File: config.mk
export PLATFORM = sky130hd
export DESIGN_NAME = tcc_timer
export DESIGN_NICKNAME = d
export VERILOG_FILES = /design/src/tcc_pkg.sv /design/src/tcc_timer.sv
export SDC_FILE = /design/constraint.sdc
export NUM_CORES = 1
export LEC_CHECK = 0
export CAP_MARGIN = 20
export CORE_ASPECT_RATIO = 0.9
export CORE_MARGIN = 8
export CORE_UTILIZATION = 39
export CTS_CLUSTER_DIAMETER = 40
export CTS_CLUSTER_SIZE = 14
export DETAILED_ROUTE_END_ITERATION = 7
export DONT_BUFFER_PORTS = 1
export PLACE_DENSITY = 0.51
export SYNTH_ARGS = -nofsm -noshare
export SYNTH_HDL_FRONTEND = slang
export SYNTH_SLANG_ARGS = --single-unit
export TNS_END_PERCENT = 20
File: constraint.sdc
create_clock -name ref_clk_in -period 6.7 [get_ports ref_clk_in]
set_input_delay 1.34 -clock ref_clk_in [delete_from_list [all_inputs] [get_ports ref_clk_in]]
set_output_delay 1.34 -clock ref_clk_in [all_outputs]
set_load 0.02 [all_outputs]
File: src/tcc_pkg.sv
package tcc_pkg;

	// Register word offsets (byte addresses)
	localparam logic [7:0] OFS_CONTROL_A      = 8'h00;
	localparam logic [7:0] OFS_CONTROL_B      = 8'h04;
	localparam logic [7:0] OFS_COUNT_LOWER    = 8'h08;
	localparam logic [7:0] OFS_COUNT_UPPER    = 8'h0C;
	localparam logic [7:0] OFS_CAPTURE_LOWER  = 8'h10;
	localparam logic [7:0] OFS_CAPTURE_UPPER  = 8'h14;
	localparam logic [7:0] OFS_COMPARE_LOWER  = 8'h18;
	localparam logic [7:0] OFS_COMPARE_UPPER  = 8'h1C;
	localparam logic [7:0] OFS_FLAGS          = 8'h20;
	localparam logic [7:0] OFS_IRQ_ENABLE     = 8'h24;
	localparam logic [7:0] OFS_CMP_CTRL       = 8'h28;

	// Field positions
	localparam int WGM_LO_POS      = 0;
	localparam int CLK_SEL_POS     = 0;
	localparam int WGM_HI_POS      = 3;
	localparam int EDGE_SEL_BIT    = 6;
	localparam int FILTER_EN_BIT   = 7;
	localparam int OVERFLOW_BIT    = 0;
	localparam int CAPTURE_BIT     = 5;
	localparam int CMP_SELECT_BIT  = 2;

	// Reset values
	localparam logic [7:0]  CONTROL_A_RST = 8'h00;
	localparam logic [7:0]  CONTROL_B_RST = 8'h00;
	localparam logic [15:0] VALUE16_RST   = 16'h0000;
	localparam logic [7:0]  BYTE_RST      = 8'h00;

	// Clock select codes
	localparam logic [2:0] CS_STOP     = 3'h0;
	localparam logic [2:0] CS_SYSCLK   = 3'h1;
	localparam logic [2:0] CS_DIV8     = 3'h2;
	localparam logic [2:0] CS_DIV64    = 3'h3;
	localparam logic [2:0] CS_DIV256   = 3'h4;
	localparam logic [2:0] CS_DIV1024  = 3'h5;
	localparam logic [2:0] CS_EXT_FALL = 3'h6;
	localparam logic [2:0] CS_EXT_RISE = 3'h7;

	// Prescaler tap widths: divide by two to the power of these
	localparam int DIV8_BITS    = 3;
	localparam int DIV64_BITS   = 6;
	localparam int DIV256_BITS  = 8;
	localparam int DIV1024_BITS = 10;

	// Fixed top values and extremes
	localparam logic [15:0] TOP_8BIT  = 16'h00FF;
	localparam logic [15:0] TOP_9BIT  = 16'h01FF;
	localparam logic [15:0] TOP_10BIT = 16'h03FF;
	localparam logic [15:0] COUNT_MAX = 16'hFFFF;
	localparam logic [15:0] COUNT_ONE = 16'h0001;

	// Filter depth
	localparam int FILTER_SAMPLES = 4;

endpackage

File: src/tcc_timer.sv
`timescale 1ns/10ps
// Overview of operation
// - Clock select zero stops the counter
// - Upper count byte goes through staging register
// - Lower read stages upper; lower write loads
// - Count steps by one; clear zeroes all
// - Raise top and bottom indications
// - Each tick clears, increments or decrements
// - Counter accessible with or without tick
// - Software write beats clear or count
// - Sequence follows four-bit waveform mode field
// - Overflow flag set per mode, interrupts
// - Matching edge copies count into capture
// - Capture flag set with copy, interrupts
// - Capture flag clears on service or one
// - Capture lower read stages upper byte
// - Capture writable only when it is top
// - Comparator select picks comparator as source
// - Sources synchronised; filter adds five cycles
// - Capture inputs off in capture-top modes
// - Filter changes after four equal samples
// - Each capture overwrites the previous value
// - Top is fixed, compare A or capture
module tcc_timer #(
	parameter int ADDR_WIDTH     = 8,
	parameter int PRESCALE_WIDTH = 10
) (
	// Clock and reset
	input  wire logic                  ref_clk_in,
	input  wire logic                  rst_n_in,
	// Wishbone slave
	input  wire logic                  wb_cyc_in,
	input  wire logic                  wb_stb_in,
	input  wire logic                  wb_we_in,
	input  wire logic [ADDR_WIDTH-1:0] wb_adr_in,
	input  wire logic [31:0]           wb_dat_in,
	input  wire logic [3:0]            wb_sel_in,
	output logic      [31:0]           wb_dat_out,
	output logic                       wb_ack_out,
	// Pins and comparator
	input  wire logic                  external_count_pin_in,
	input  wire logic                  capture_pin_in,
	input  wire logic                  comparator_output_in,
	// Interrupt service
	input  wire logic                  overflow_irq_ack_in,
	input  wire logic                  capture_irq_ack_in,
	output logic                       overflow_irq_out,
	output logic                       capture_irq_out,
	// Counter indications
	output logic                       count_top_out,
	output logic                       count_bottom_out
);

	// Refused at elaboration: the prescaler must reach the widest tap
	if (PRESCALE_WIDTH < tcc_pkg::DIV1024_BITS || ADDR_WIDTH < 6 || ADDR_WIDTH > 32)
	begin : g_param_check
		$error("tcc_timer: unsupported parameter values");
	end

	function automatic logic div_hit(input logic [PRESCALE_WIDTH-1:0] p, input int nbits);
		logic hit;
		hit = 1'b1;
		for (int i = 0; i < tcc_pkg::DIV1024_BITS; i++)
			if (i < nbits)
				hit = hit & p[i];
		return hit;
	endfunction

	function automatic logic [15:0] top_of(input logic [3:0] m, input logic [15:0] cmpa, input logic [15:0] cap);
		case (m)
			4'h1, 4'h5: top_of = tcc_pkg::TOP_8BIT;
			4'h2, 4'h6: top_of = tcc_pkg::TOP_9BIT;
			4'h3, 4'h7: top_of = tcc_pkg::TOP_10BIT;
			4'h4, 4'h9, 4'hB, 4'hF: top_of = cmpa;
			4'h8, 4'hA, 4'hC, 4'hE: top_of = cap;
			default: top_of = tcc_pkg::COUNT_MAX;
		endcase
	endfunction

	// Software registers
	logic [7:0]                control_a;
	logic [7:0]                control_b;
	logic                      cmp_select;
	logic                      overflow_en;
	logic                      capture_irq_enable;
	logic [7:0]                staging;
	logic [15:0]               count_value;
	logic [15:0]               capture_value;
	logic [15:0]               compare_value_a;
	logic                      overflow_flag;
	logic                      capture_flag;
	logic                      count_down;
	logic [PRESCALE_WIDTH-1:0] presc;

	// Synchronisers, filter, edge detector
	logic                                  ext_s1;
	logic                                  ext_s2;
	logic                                  ext_prev;
	logic                                  pin_s1;
	logic                                  pin_s2;
	logic                                  cmp_s1;
	logic                                  cmp_s2;
	logic [tcc_pkg::FILTER_SAMPLES-1:0]    samples;
	logic                                  filt_out;
	logic                                  edge_prev;

	// Bus decode
	wire        access    = wb_cyc_in & wb_stb_in & ~wb_ack_out;
	wire        wr        = access & wb_we_in & wb_sel_in[0];
	wire        rd        = access & ~wb_we_in;
	wire [7:0]  ofs       = 8'(wb_adr_in);
	wire [7:0]  wdata     = wb_dat_in[7:0];
	wire        wr_cnt_lo = wr && ofs == tcc_pkg::OFS_COUNT_LOWER;
	wire        wr_cap_lo = wr && ofs == tcc_pkg::OFS_CAPTURE_LOWER;
	wire        wr_cmp_lo = wr && ofs == tcc_pkg::OFS_COMPARE_LOWER;
	wire        wr_upper  = wr && (ofs == tcc_pkg::OFS_COUNT_UPPER || ofs == tcc_pkg::OFS_CAPTURE_UPPER
	                        || ofs == tcc_pkg::OFS_COMPARE_UPPER);
	wire        rd_cnt_lo = rd && ofs == tcc_pkg::OFS_COUNT_LOWER;
	wire        rd_cap_lo = rd && ofs == tcc_pkg::OFS_CAPTURE_LOWER;
	wire        wr_flags  = wr && ofs == tcc_pkg::OFS_FLAGS;

	// Mode and clock decode
	wire [2:0]  clk_sel   = control_b[tcc_pkg::CLK_SEL_POS +: 3];
	wire [3:0]  mode      = {control_b[tcc_pkg::WGM_HI_POS +: 2], control_a[tcc_pkg::WGM_LO_POS +: 2]};
	wire        edge_sel  = control_b[tcc_pkg::EDGE_SEL_BIT];
	wire        filter_en = control_b[tcc_pkg::FILTER_EN_BIT];
	wire [15:0] top_val   = top_of(mode, compare_value_a, capture_value);
	wire        cap_top   = mode == 4'h8 || mode == 4'hA || mode == 4'hC || mode == 4'hE;
	wire        dual      = mode == 4'h1 || mode == 4'h2 || mode == 4'h3 || (mode >= 4'h8 && mode <= 4'hB);
	wire        ctc       = mode == 4'h4 || mode == 4'hC;
	wire        at_top    = count_value == top_val;
	wire        at_bottom = count_value == tcc_pkg::VALUE16_RST;

	wire        ext_rise  = ext_s2 & ~ext_prev;
	wire        ext_fall  = ~ext_s2 & ext_prev;
	logic       tick;
	always_comb
	begin
		case (clk_sel)
			tcc_pkg::CS_SYSCLK:   tick = 1'b1;
			tcc_pkg::CS_DIV8:     tick = div_hit(presc, tcc_pkg::DIV8_BITS);
			tcc_pkg::CS_DIV64:    tick = div_hit(presc, tcc_pkg::DIV64_BITS);
			tcc_pkg::CS_DIV256:   tick = div_hit(presc, tcc_pkg::DIV256_BITS);
			tcc_pkg::CS_DIV1024:  tick = div_hit(presc, tcc_pkg::DIV1024_BITS);
			tcc_pkg::CS_EXT_FALL: tick = ext_fall;
			tcc_pkg::CS_EXT_RISE: tick = ext_rise;
			default:              tick = 1'b0;
		endcase
	end

	// Counting sequence
	wire        wrap      = !dual && (at_top || count_value == tcc_pkg::COUNT_MAX);
	wire        turn_down = dual && !count_down && at_top;
	wire        turn_up   = dual && count_down && at_bottom;
	wire        go_down   = turn_down || (count_down && !turn_up);
	wire [15:0] step_val  = wrap ? tcc_pkg::VALUE16_RST
	                      : go_down ? count_value - tcc_pkg::COUNT_ONE
	                      : count_value + tcc_pkg::COUNT_ONE;
	wire [15:0] next_count = wr_cnt_lo ? {staging, wdata}
	                       : tick ? step_val
	                       : count_value;
	wire        next_down = !dual ? 1'b0 : (tick && !wr_cnt_lo) ? go_down : count_down;
	wire        ovf_event = tick && (dual ? (count_down && at_bottom)
	                        : ctc ? count_value == tcc_pkg::COUNT_MAX : wrap);

	// Capture path
	wire        cap_src   = cmp_select ? cmp_s2 : pin_s2;
	wire        all_same  = &samples || ~|samples;
	wire        cap_level = filter_en ? filt_out : cap_src;
	wire        cap_hit   = !cap_top && cap_level != edge_prev && cap_level == edge_sel;

	// Flags: a set in the same cycle as a clear wins
	wire        ovf_clr   = overflow_irq_ack_in || (wr_flags && wdata[tcc_pkg::OVERFLOW_BIT]);
	wire        cap_clr   = capture_irq_ack_in || (wr_flags && wdata[tcc_pkg::CAPTURE_BIT]);
	wire        next_ovf  = ovf_event || (overflow_flag && !ovf_clr);
	wire        next_capf = cap_hit || (capture_flag && !cap_clr);

	logic [7:0] rd_byte;
	always_comb
	begin
		case (ofs)
			tcc_pkg::OFS_CONTROL_A:     rd_byte = control_a;
			tcc_pkg::OFS_CONTROL_B:     rd_byte = control_b;
			tcc_pkg::OFS_COUNT_LOWER:   rd_byte = count_value[7:0];
			tcc_pkg::OFS_COUNT_UPPER:   rd_byte = staging;
			tcc_pkg::OFS_CAPTURE_LOWER: rd_byte = capture_value[7:0];
			tcc_pkg::OFS_CAPTURE_UPPER: rd_byte = staging;
			tcc_pkg::OFS_COMPARE_LOWER: rd_byte = compare_value_a[7:0];
			tcc_pkg::OFS_COMPARE_UPPER: rd_byte = compare_value_a[15:8];
			tcc_pkg::OFS_FLAGS:         rd_byte = (8'(overflow_flag) << tcc_pkg::OVERFLOW_BIT)
			                                    | (8'(capture_flag) << tcc_pkg::CAPTURE_BIT);
			tcc_pkg::OFS_IRQ_ENABLE:    rd_byte = (8'(overflow_en) << tcc_pkg::OVERFLOW_BIT)
			                                    | (8'(capture_irq_enable) << tcc_pkg::CAPTURE_BIT);
			tcc_pkg::OFS_CMP_CTRL:      rd_byte = 8'(cmp_select) << tcc_pkg::CMP_SELECT_BIT;
			default:                    rd_byte = tcc_pkg::BYTE_RST;
		endcase
	end

	always_ff @(posedge ref_clk_in)
	begin
		if (!rst_n_in)
		begin
			wb_ack_out <= 1'b0;
			wb_dat_out <= 32'h0000_0000;
		end
		else
		begin
			wb_ack_out <= access;
			wb_dat_out <= rd ? {24'h00_0000, rd_byte} : 32'h0000_0000;
		end
	end

	always_ff @(posedge ref_clk_in)
	begin
		if (!rst_n_in)
		begin
			control_a          <= tcc_pkg::CONTROL_A_RST;
			control_b          <= tcc_pkg::CONTROL_B_RST;
			cmp_select         <= 1'b0;
			overflow_en        <= 1'b0;
			capture_irq_enable <= 1'b0;
			compare_value_a    <= tcc_pkg::VALUE16_RST;
		end
		else if (wr)
		begin
			if (ofs == tcc_pkg::OFS_CONTROL_A)
				control_a <= wdata;
			if (ofs == tcc_pkg::OFS_CONTROL_B)
				control_b <= wdata;
			if (ofs == tcc_pkg::OFS_CMP_CTRL)
				cmp_select <= wdata[tcc_pkg::CMP_SELECT_BIT];
			if (ofs == tcc_pkg::OFS_IRQ_ENABLE)
			begin
				overflow_en        <= wdata[tcc_pkg::OVERFLOW_BIT];
				capture_irq_enable <= wdata[tcc_pkg::CAPTURE_BIT];
			end
			if (wr_cmp_lo)
				compare_value_a <= {staging, wdata};
		end
	end

	// One staging byte is shared by every 16-bit register
	always_ff @(posedge ref_clk_in)
	begin
		if (!rst_n_in)
			staging <= tcc_pkg::BYTE_RST;
		else if (wr_upper)
			staging <= wdata;
		else if (rd_cnt_lo)
			staging <= count_value[15:8];
		else if (rd_cap_lo)
			staging <= capture_value[15:8];
	end

	always_ff @(posedge ref_clk_in)
	begin
		if (!rst_n_in)
		begin
			count_value <= tcc_pkg::VALUE16_RST;
			count_down  <= 1'b0;
			presc       <= '0;
		end
		else
		begin
			count_value <= next_count;
			count_down  <= next_down;
			presc       <= presc + PRESCALE_WIDTH'(1);
		end
	end

	// Capture value: software writes only where it sets the top
	always_ff @(posedge ref_clk_in)
	begin
		if (!rst_n_in)
			capture_value <= tcc_pkg::VALUE16_RST;
		else if (wr_cap_lo && cap_top)
			capture_value <= {staging, wdata};
		else if (cap_hit)
			capture_value <= count_value;
	end

	// Pins cross into this clock through two flops first
	always_ff @(posedge ref_clk_in)
	begin
		if (!rst_n_in)
		begin
			ext_s1    <= 1'b0;
			ext_s2    <= 1'b0;
			ext_prev  <= 1'b0;
			pin_s1    <= 1'b0;
			pin_s2    <= 1'b0;
			cmp_s1    <= 1'b0;
			cmp_s2    <= 1'b0;
			samples   <= '0;
			filt_out  <= 1'b0;
			edge_prev <= 1'b0;
		end
		else
		begin
			ext_s1    <= external_count_pin_in;
			ext_s2    <= ext_s1;
			ext_prev  <= ext_s2;
			pin_s1    <= capture_pin_in;
			pin_s2    <= pin_s1;
			cmp_s1    <= comparator_output_in;
			cmp_s2    <= cmp_s1;
			samples   <= {samples[tcc_pkg::FILTER_SAMPLES-2:0], cap_src};
			if (all_same)
				filt_out <= samples[0];
			edge_prev <= cap_level;
		end
	end

	always_ff @(posedge ref_clk_in)
	begin
		if (!rst_n_in)
		begin
			overflow_flag    <= 1'b0;
			capture_flag     <= 1'b0;
			overflow_irq_out <= 1'b0;
			capture_irq_out  <= 1'b0;
			count_top_out    <= 1'b0;
			count_bottom_out <= 1'b0;
		end
		else
		begin
			overflow_flag    <= next_ovf;
			capture_flag     <= next_capf;
			overflow_irq_out <= next_ovf && overflow_en;
			capture_irq_out  <= next_capf && capture_irq_enable;
			count_top_out    <= at_top;
			count_bottom_out <= at_bottom;
		end
	end
endmodule

# Word-level counts from Yosys, hierarchy flattened
# Cells that the tools add are included.
dict set report op_classes {
  add_sub_neg 3
  n_lt_le_gt_ge 2
  eq_ne 35
  muxes 39
  bitwise_logic 36
  n_reduce_logical 70
}
# op n
set ops {}
lappend ops {{$mux 16} 6}
lappend ops {{$pmux 16 s5} 1}
lappend ops {{$pmux 8 s10} 1}
lappend ops {{$eq 8x5->1 const B} 4}
lappend ops {{$and 1x1->1} 30}
lappend ops {{$eq 4x4->1 const B} 7}
lappend ops {{$mux 1} 27}
lappend ops {{$logic_and 1x1->1} 26}
lappend ops {{$eq 8x6->1 const B} 3}
lappend ops {{$mux 8} 3}
lappend ops {{$add 16x1->16 const B} 1}
lappend ops {{$eq 16x16->1} 1}
lappend ops {{$eq 16x16->1 const B} 1}
lappend ops {{$eq 4x3->1 const B} 4}
lappend ops {{$eq 8x4->1 const B} 2}
lappend ops {{$logic_not 16->1} 1}
lappend ops {{$logic_or 1x1->1} 16}
lappend ops {{$sub 16x1->16 const B} 1}
lappend ops {{$reduce_and 2->1} 7}
lappend ops {{$eq 3x3->1 const B} 4}
lappend ops {{$or 1x6->6} 2}
lappend ops {{$reduce_or 4->1} 3}
lappend ops {{$add 10x1->10 const B} 1}
lappend ops {{$eq 4x2->1 const B} 2}
lappend ops {{other kinds (16)} 31}
dict set report totals {
  register_bits 138
  in_bits 54
}

# Logic depth before layout (Yosys ltp)
dict set report depth {
  ltp_word 23
  ltp_mapped 20
  depth_no_buf 17
}

# Worst setup path after synthesis
# Ideal clock, no wire load.
dict set report synth_timing {
  path_type {register to register}
  start {register control_b[3]}
  end {register count_value[15]}
  setup_time_ns 0.060
  arrival_time_ns 4.185
  required_ns 6.640
  path_slack_ns 2.455
  path_stages_with_launch 19
  path_buffers 1
  path_cell_list {dfxtp_1 > buf_6 > or4_4 > o21ai_1 > a211oi_1 > xnor2_1 > nor4_4 > a41o_1 > and2_1 > ha_1 > a211o_1 > o211ai_1 > a21oi_1 > a21oi_1 > o21a_1 > o21ai_0 > or2_2 > nor4bb_1 > a221o_1}
}
dict set report synth_between {
  elab_chain_len 13
  elab_cells_between_ends 41
}
# item line_no
set synth_rtl {}
lappend synth_rtl {{start, declared} tcc_timer.sv:82} ;# logic [7:0] control_b;
lappend synth_rtl {{start signal, assigned} tcc_timer.sv:218} ;# control_b <= tcc_pkg::CONTROL_B_RST;
lappend synth_rtl {{start signal, assigned} tcc_timer.sv:229} ;# control_b <= wdata;
lappend synth_rtl {{parallel branches: the longest is 8 deep, another holds $pmux 16 s5} -}
lappend synth_rtl {{$logic_or 1x1->1 (*)} tcc_timer.sv:155} ;# wire go_down = turn_down || (count_down && !turn_up);
lappend synth_rtl {{net go_down} tcc_timer.sv:155}
lappend synth_rtl {{$mux 16 (*)} tcc_timer.sv:157} ;# : go_down ? count_value - tcc_pkg::COUNT_ONE
lappend synth_rtl {{$mux 16 (*)} tcc_timer.sv:156} ;# wire [15:0] step_val = wrap ? tcc_pkg::VALUE16_RST
lappend synth_rtl {{$mux 16 (*)} tcc_timer.sv:160} ;# : tick ? step_val
lappend synth_rtl {{$mux 16 (*)} tcc_timer.sv:159} ;# wire [15:0] next_count = wr_cnt_lo ? {staging, wdata}
lappend synth_rtl {{end signal, assigned} tcc_timer.sv:259} ;# count_value <= tcc_pkg::VALUE16_RST;
lappend synth_rtl {{end signal, assigned} tcc_timer.sv:265} ;# count_value <= next_count;
lappend synth_rtl {{end, declared} tcc_timer.sv:87} ;# logic [15:0] count_value;
# Mark *: on every way through the listed nets, which the timed path passes. The select of a mux whose other input is x is not followed.
# A chain may end at the register's enable or synchronous reset.

# Worst setup path in the final report
dict set report layout_timing {
  start {register control_a[0]}
  end {register count_value[15]}
}
dict set report layout_between {
  elab_chain_len 13
  elab_cells_between_ends 41
}
# item line_no
set layout_rtl {}
lappend layout_rtl {{start, declared} tcc_timer.sv:81} ;# logic [7:0] control_a;
lappend layout_rtl {{start signal, assigned} tcc_timer.sv:217} ;# control_a <= tcc_pkg::CONTROL_A_RST;
lappend layout_rtl {{start signal, assigned} tcc_timer.sv:227} ;# control_a <= wdata;
lappend layout_rtl {{parallel branches: the longest is 8 deep, another holds $pmux 16 s5} -}
lappend layout_rtl {{$logic_or 1x1->1 (*)} tcc_timer.sv:155}
lappend layout_rtl {{net go_down} tcc_timer.sv:155}
lappend layout_rtl {{$mux 16 (*)} tcc_timer.sv:157}
lappend layout_rtl {{$mux 16 (*)} tcc_timer.sv:156}
lappend layout_rtl {{$mux 16 (*)} tcc_timer.sv:160}
lappend layout_rtl {{$mux 16 (*)} tcc_timer.sv:159}
# Marks and branches as above.

==> flow_metrics.py <==
metrics = {
    "clock_network": {
        "hold_buffers": 0,
        "cts_tree": "done",
        "clk_latency_ps": 420,
        "cts_sinks": 114,
        "cts-resized-gates": 0,
        "htreeDepth": 4,
        "cts-root-buf": "clkbuf_16",
        "clkSlewWorstSetupHoldPaths_ps": 60,
        "post_cts_buffers": 0,
        "cts_buffers": 17,
        "cts_buffer_depth": 2,
    },
    "worst_setup_path": {
        "crit_buf_inv": 1,
        "timing.critical_path.mode_cell": "a21oi_1",
        "cpPeakStageDelay_ps": 660,
        "crit_start": "control_a[0]$_SDFFE_PN0P_",
        "slowest_stage": "dfxtp_1",
        "start_kind": "register",
        "path_max_fanout": 17,
        "cp-end-kind": "register",
        "crit_chain": "buf_4, or4_4, o21ai_1, a211oi_1, xnor2_1, nor4_4, a41o_1, and2_1, ha_1, a211o_1, o211ai_1, a21oi_1, a21oi_1, o21a_1, o21ai_0, or2_2, nor4bb_1, a221o_1",
        "crit_family": "compound AO/OA/AOI/OAI gates",
        "worstSetupPathType": "reg2reg",
        "crit_required_ps": 7070,
        "r2r-start": "control_a[0]$_SDFFE_PN0P_",
        "crit_arrival_ps": 5470,
    },
    "floorplan": {
        "start_util": 0.393,
        "die_x_um": 153,
        "die_area_mm2": 0.0212,
        "die_y_um": 139,
        "top_level_ports": 91,
        "core_mm2": 0.0167,
        "rows": 45,
    },
    "synthesis": {
        "synth_top_area_share": 0.349,
        "syn_avg_cell_area_um2": 8.21,
        "synth.most_common_cell": "dfxtp_1",
        "yosys-top-cells-area": "dfxtp_1, mux2i_1, nand2_1, nor2_1, a21oi_1",
        "ys_top_cells_by_count": "dfxtp_1, nand2_1, nor2_1",
        "yosysWarnings": 0,
        "synthCells": 797,
        "syn_area_mm2": 0.00655,
        "synth_edf_count": 0,
        "synth_cell_types": 70,
        "ys_seq_area_frac": 0.349,
        "async_flop_share": 0,
        "synth_largest_area_cell": "dfxtp_1",
        "ys_seq_elements": 114,
        "synth_flop_cell": "dfxtp_1",
    },
    "timing": {
        "fin_crit_sh": 0.761,
        "rsz0062_at_grt": "false",
        "timing.hold.ws_ps": 430,
        "finalHoldViolCount": 0,
        "finalMaxSlewViolations": 0,
        "slew_headroom": 0.243,
        "min_period_ps": 5100,
        "tightest_slew_ps": 1130,
        "fin_setup_tns_ps": 0,
        "fin_skew_ps": 13.2,
        "fmax_ghz": 0.196,
        "final-setup-viol-count": 0,
    },
    "job": {
        "maxCapViolations": 0,
    },
    "global_route": {
        "grt_pass1_wl_mm": 33.7,
        "grt_max_degree": 53,
        "antenna_found_initial": 0,
        "grt_pass1_vias": 5795,
        "grt_use_total": 0.204,
        "grt_overflow": 0,
    },
    "drt": {
        "vias": 5996,
        "routed_via_density": 5.95,
        "first_pass_iters": 5,
        "wl_mm": 21.8,
        "met3_length_mm": 1.98,
        "top_layer_used": "met4",
        "ant_nets": 0,
        "drc": 0,
        "wl_met2_mm": 9.51,
        "wl_per_cell_um": 21.7,
        "wl_met1_mm": 9.81,
        "drt_iter0_markers": 629,
    },
    "power": {
        "ir_drop_mv": 0.236,
        "total_power_uw": 1670,
        "leakage_uw": 0.00258,
        "power.density_mw_per_mm2": 231,
    },
    "hold_path": {
        "hp-start": "ext_s1$_SDFF_PN0_",
        "hold_class": "reg2reg",
    },
    "place": {
        "post-dp-hpwl_mm": 15.5,
        "io_buffers": 0,
        "gp_congestion": 0.894,
    },
    "finish": {
        "drive_gt1_frac": 0.0853,
        "diodes": 0,
        "final_nets": 858,
        "area_delta_synth_final_pct": 10.5,
    },
    "run_status": {
        "status": "complete, no violations",
    },
}
==> flip-flops by register name (all words and copies together) (netlist names), 4 cells and up <==
register and flops:
control_b 8, wb_dat_out 8, staging 8, capture_value 16, count_value 16, presc 10
compare_value_a 16, control_a 8, samples 4
==> worst paths after layout <==
kind                                  end  slack, ps  cells past startpoint
max          count_value[15]$_SDFFE_PN0P_       1600                     18
min                     ext_s2$_SDFF_PN0_        430                      1
max reg2reg  count_value[15]$_SDFFE_PN0P_       1600                     18
min reg2reg             ext_s2$_SDFF_PN0_        430                      1
==> through the flow <==
| step | util | std cells | instance area [µm²] | setup slack (ps) |
|---|---|---|---|---|
| 4_1_cts | 0.434 | 1008 | 7230 | 1590 |
| 3_5_place_dp | 0.397 | 976 | 6610 | 1620 |
| 3_3_place_gp | 0.396 | 975 | 6600 | 1650 |
| 5_1_grt | 0.434 | 1008 | 7230 | 1290 |
| 2_1_floorplan | - | 820 | 6630 | 2460 |
| 6_report | 0.434 | 1008 | 7230 | 1600 |
==> metal layers <==
metal | up-vias | global-route usage
met5 | - | 0
met4 | 0 | 0.0817
li1 | 2823 | -
met1 | 2893 | 0.270
met3 | 31 | 0.0579
met2 | 249 | 0.307
==> kinds of logic (layout without fill, tap and decap cells) <==
logic type	count (synthesis)	after routing	synth area share
fa+ha+maj	20	20	0.0394
xor+xnor	25	25	0.0335
other cells	1	24	0.000573
simple gates	313	313	0.238
mux	43	43	0.0663
flops	114	114	0.349
buf+inv	89	66	0.0728
compound gates	192	192	0.201
==> cell type report <==
| class | count | area [µm²] |
|---|---|---|
| clock buffers | 18 | 439 |
| repair buffers | 13 | 101 |
| fillers | 1665 | 9440 |
| well taps | 211 | 264 |
| flip-flops and latches | 114 | 2280 |
| clock inverters | 14 | 179 |
| inverters | 21 | 78.8 |
| multi-input cells | 617 | 3880 |
==> placed cells by master (no fill, tap or decap), types with 4 or more instances in the layout <==
cell	count
conb_1	24
nand3b_1	5
nor4_1	6
nor3b_1	9
a21oi_1	48
inv_1	20
xnor2_1	16
nor2_1	84
o21ai_0	18
o211ai_1	10
nor2b_1	5
inv_6	4
and2_1	21
dfxtp_1	114
o21ai_1	4
a211oi_1	22
a222oi_1	8
xor2_1	9
nor3_1	13
a221oi_1	9
nand3_1	29
nand4_1	7
ha_1	19
o31ai_1	4
clkbuf_16	17
nand2_1	94
mux2i_1	40
o22ai_1	10
a22oi_1	7
a22o_1	10
and3_1	8
a31oi_1	19
nand2b_1	9
buf_4	12
==> where the power goes <==
group / internal [µW] / switching (µW) / total [µW]
combinational: 8.18 / 31.0 / 39.2
clock: 599 / 348 / 948
sequential: 683 / 3.13 / 686
total: 1290 / 382 / 1670
(Power assumes the default switching activity.)
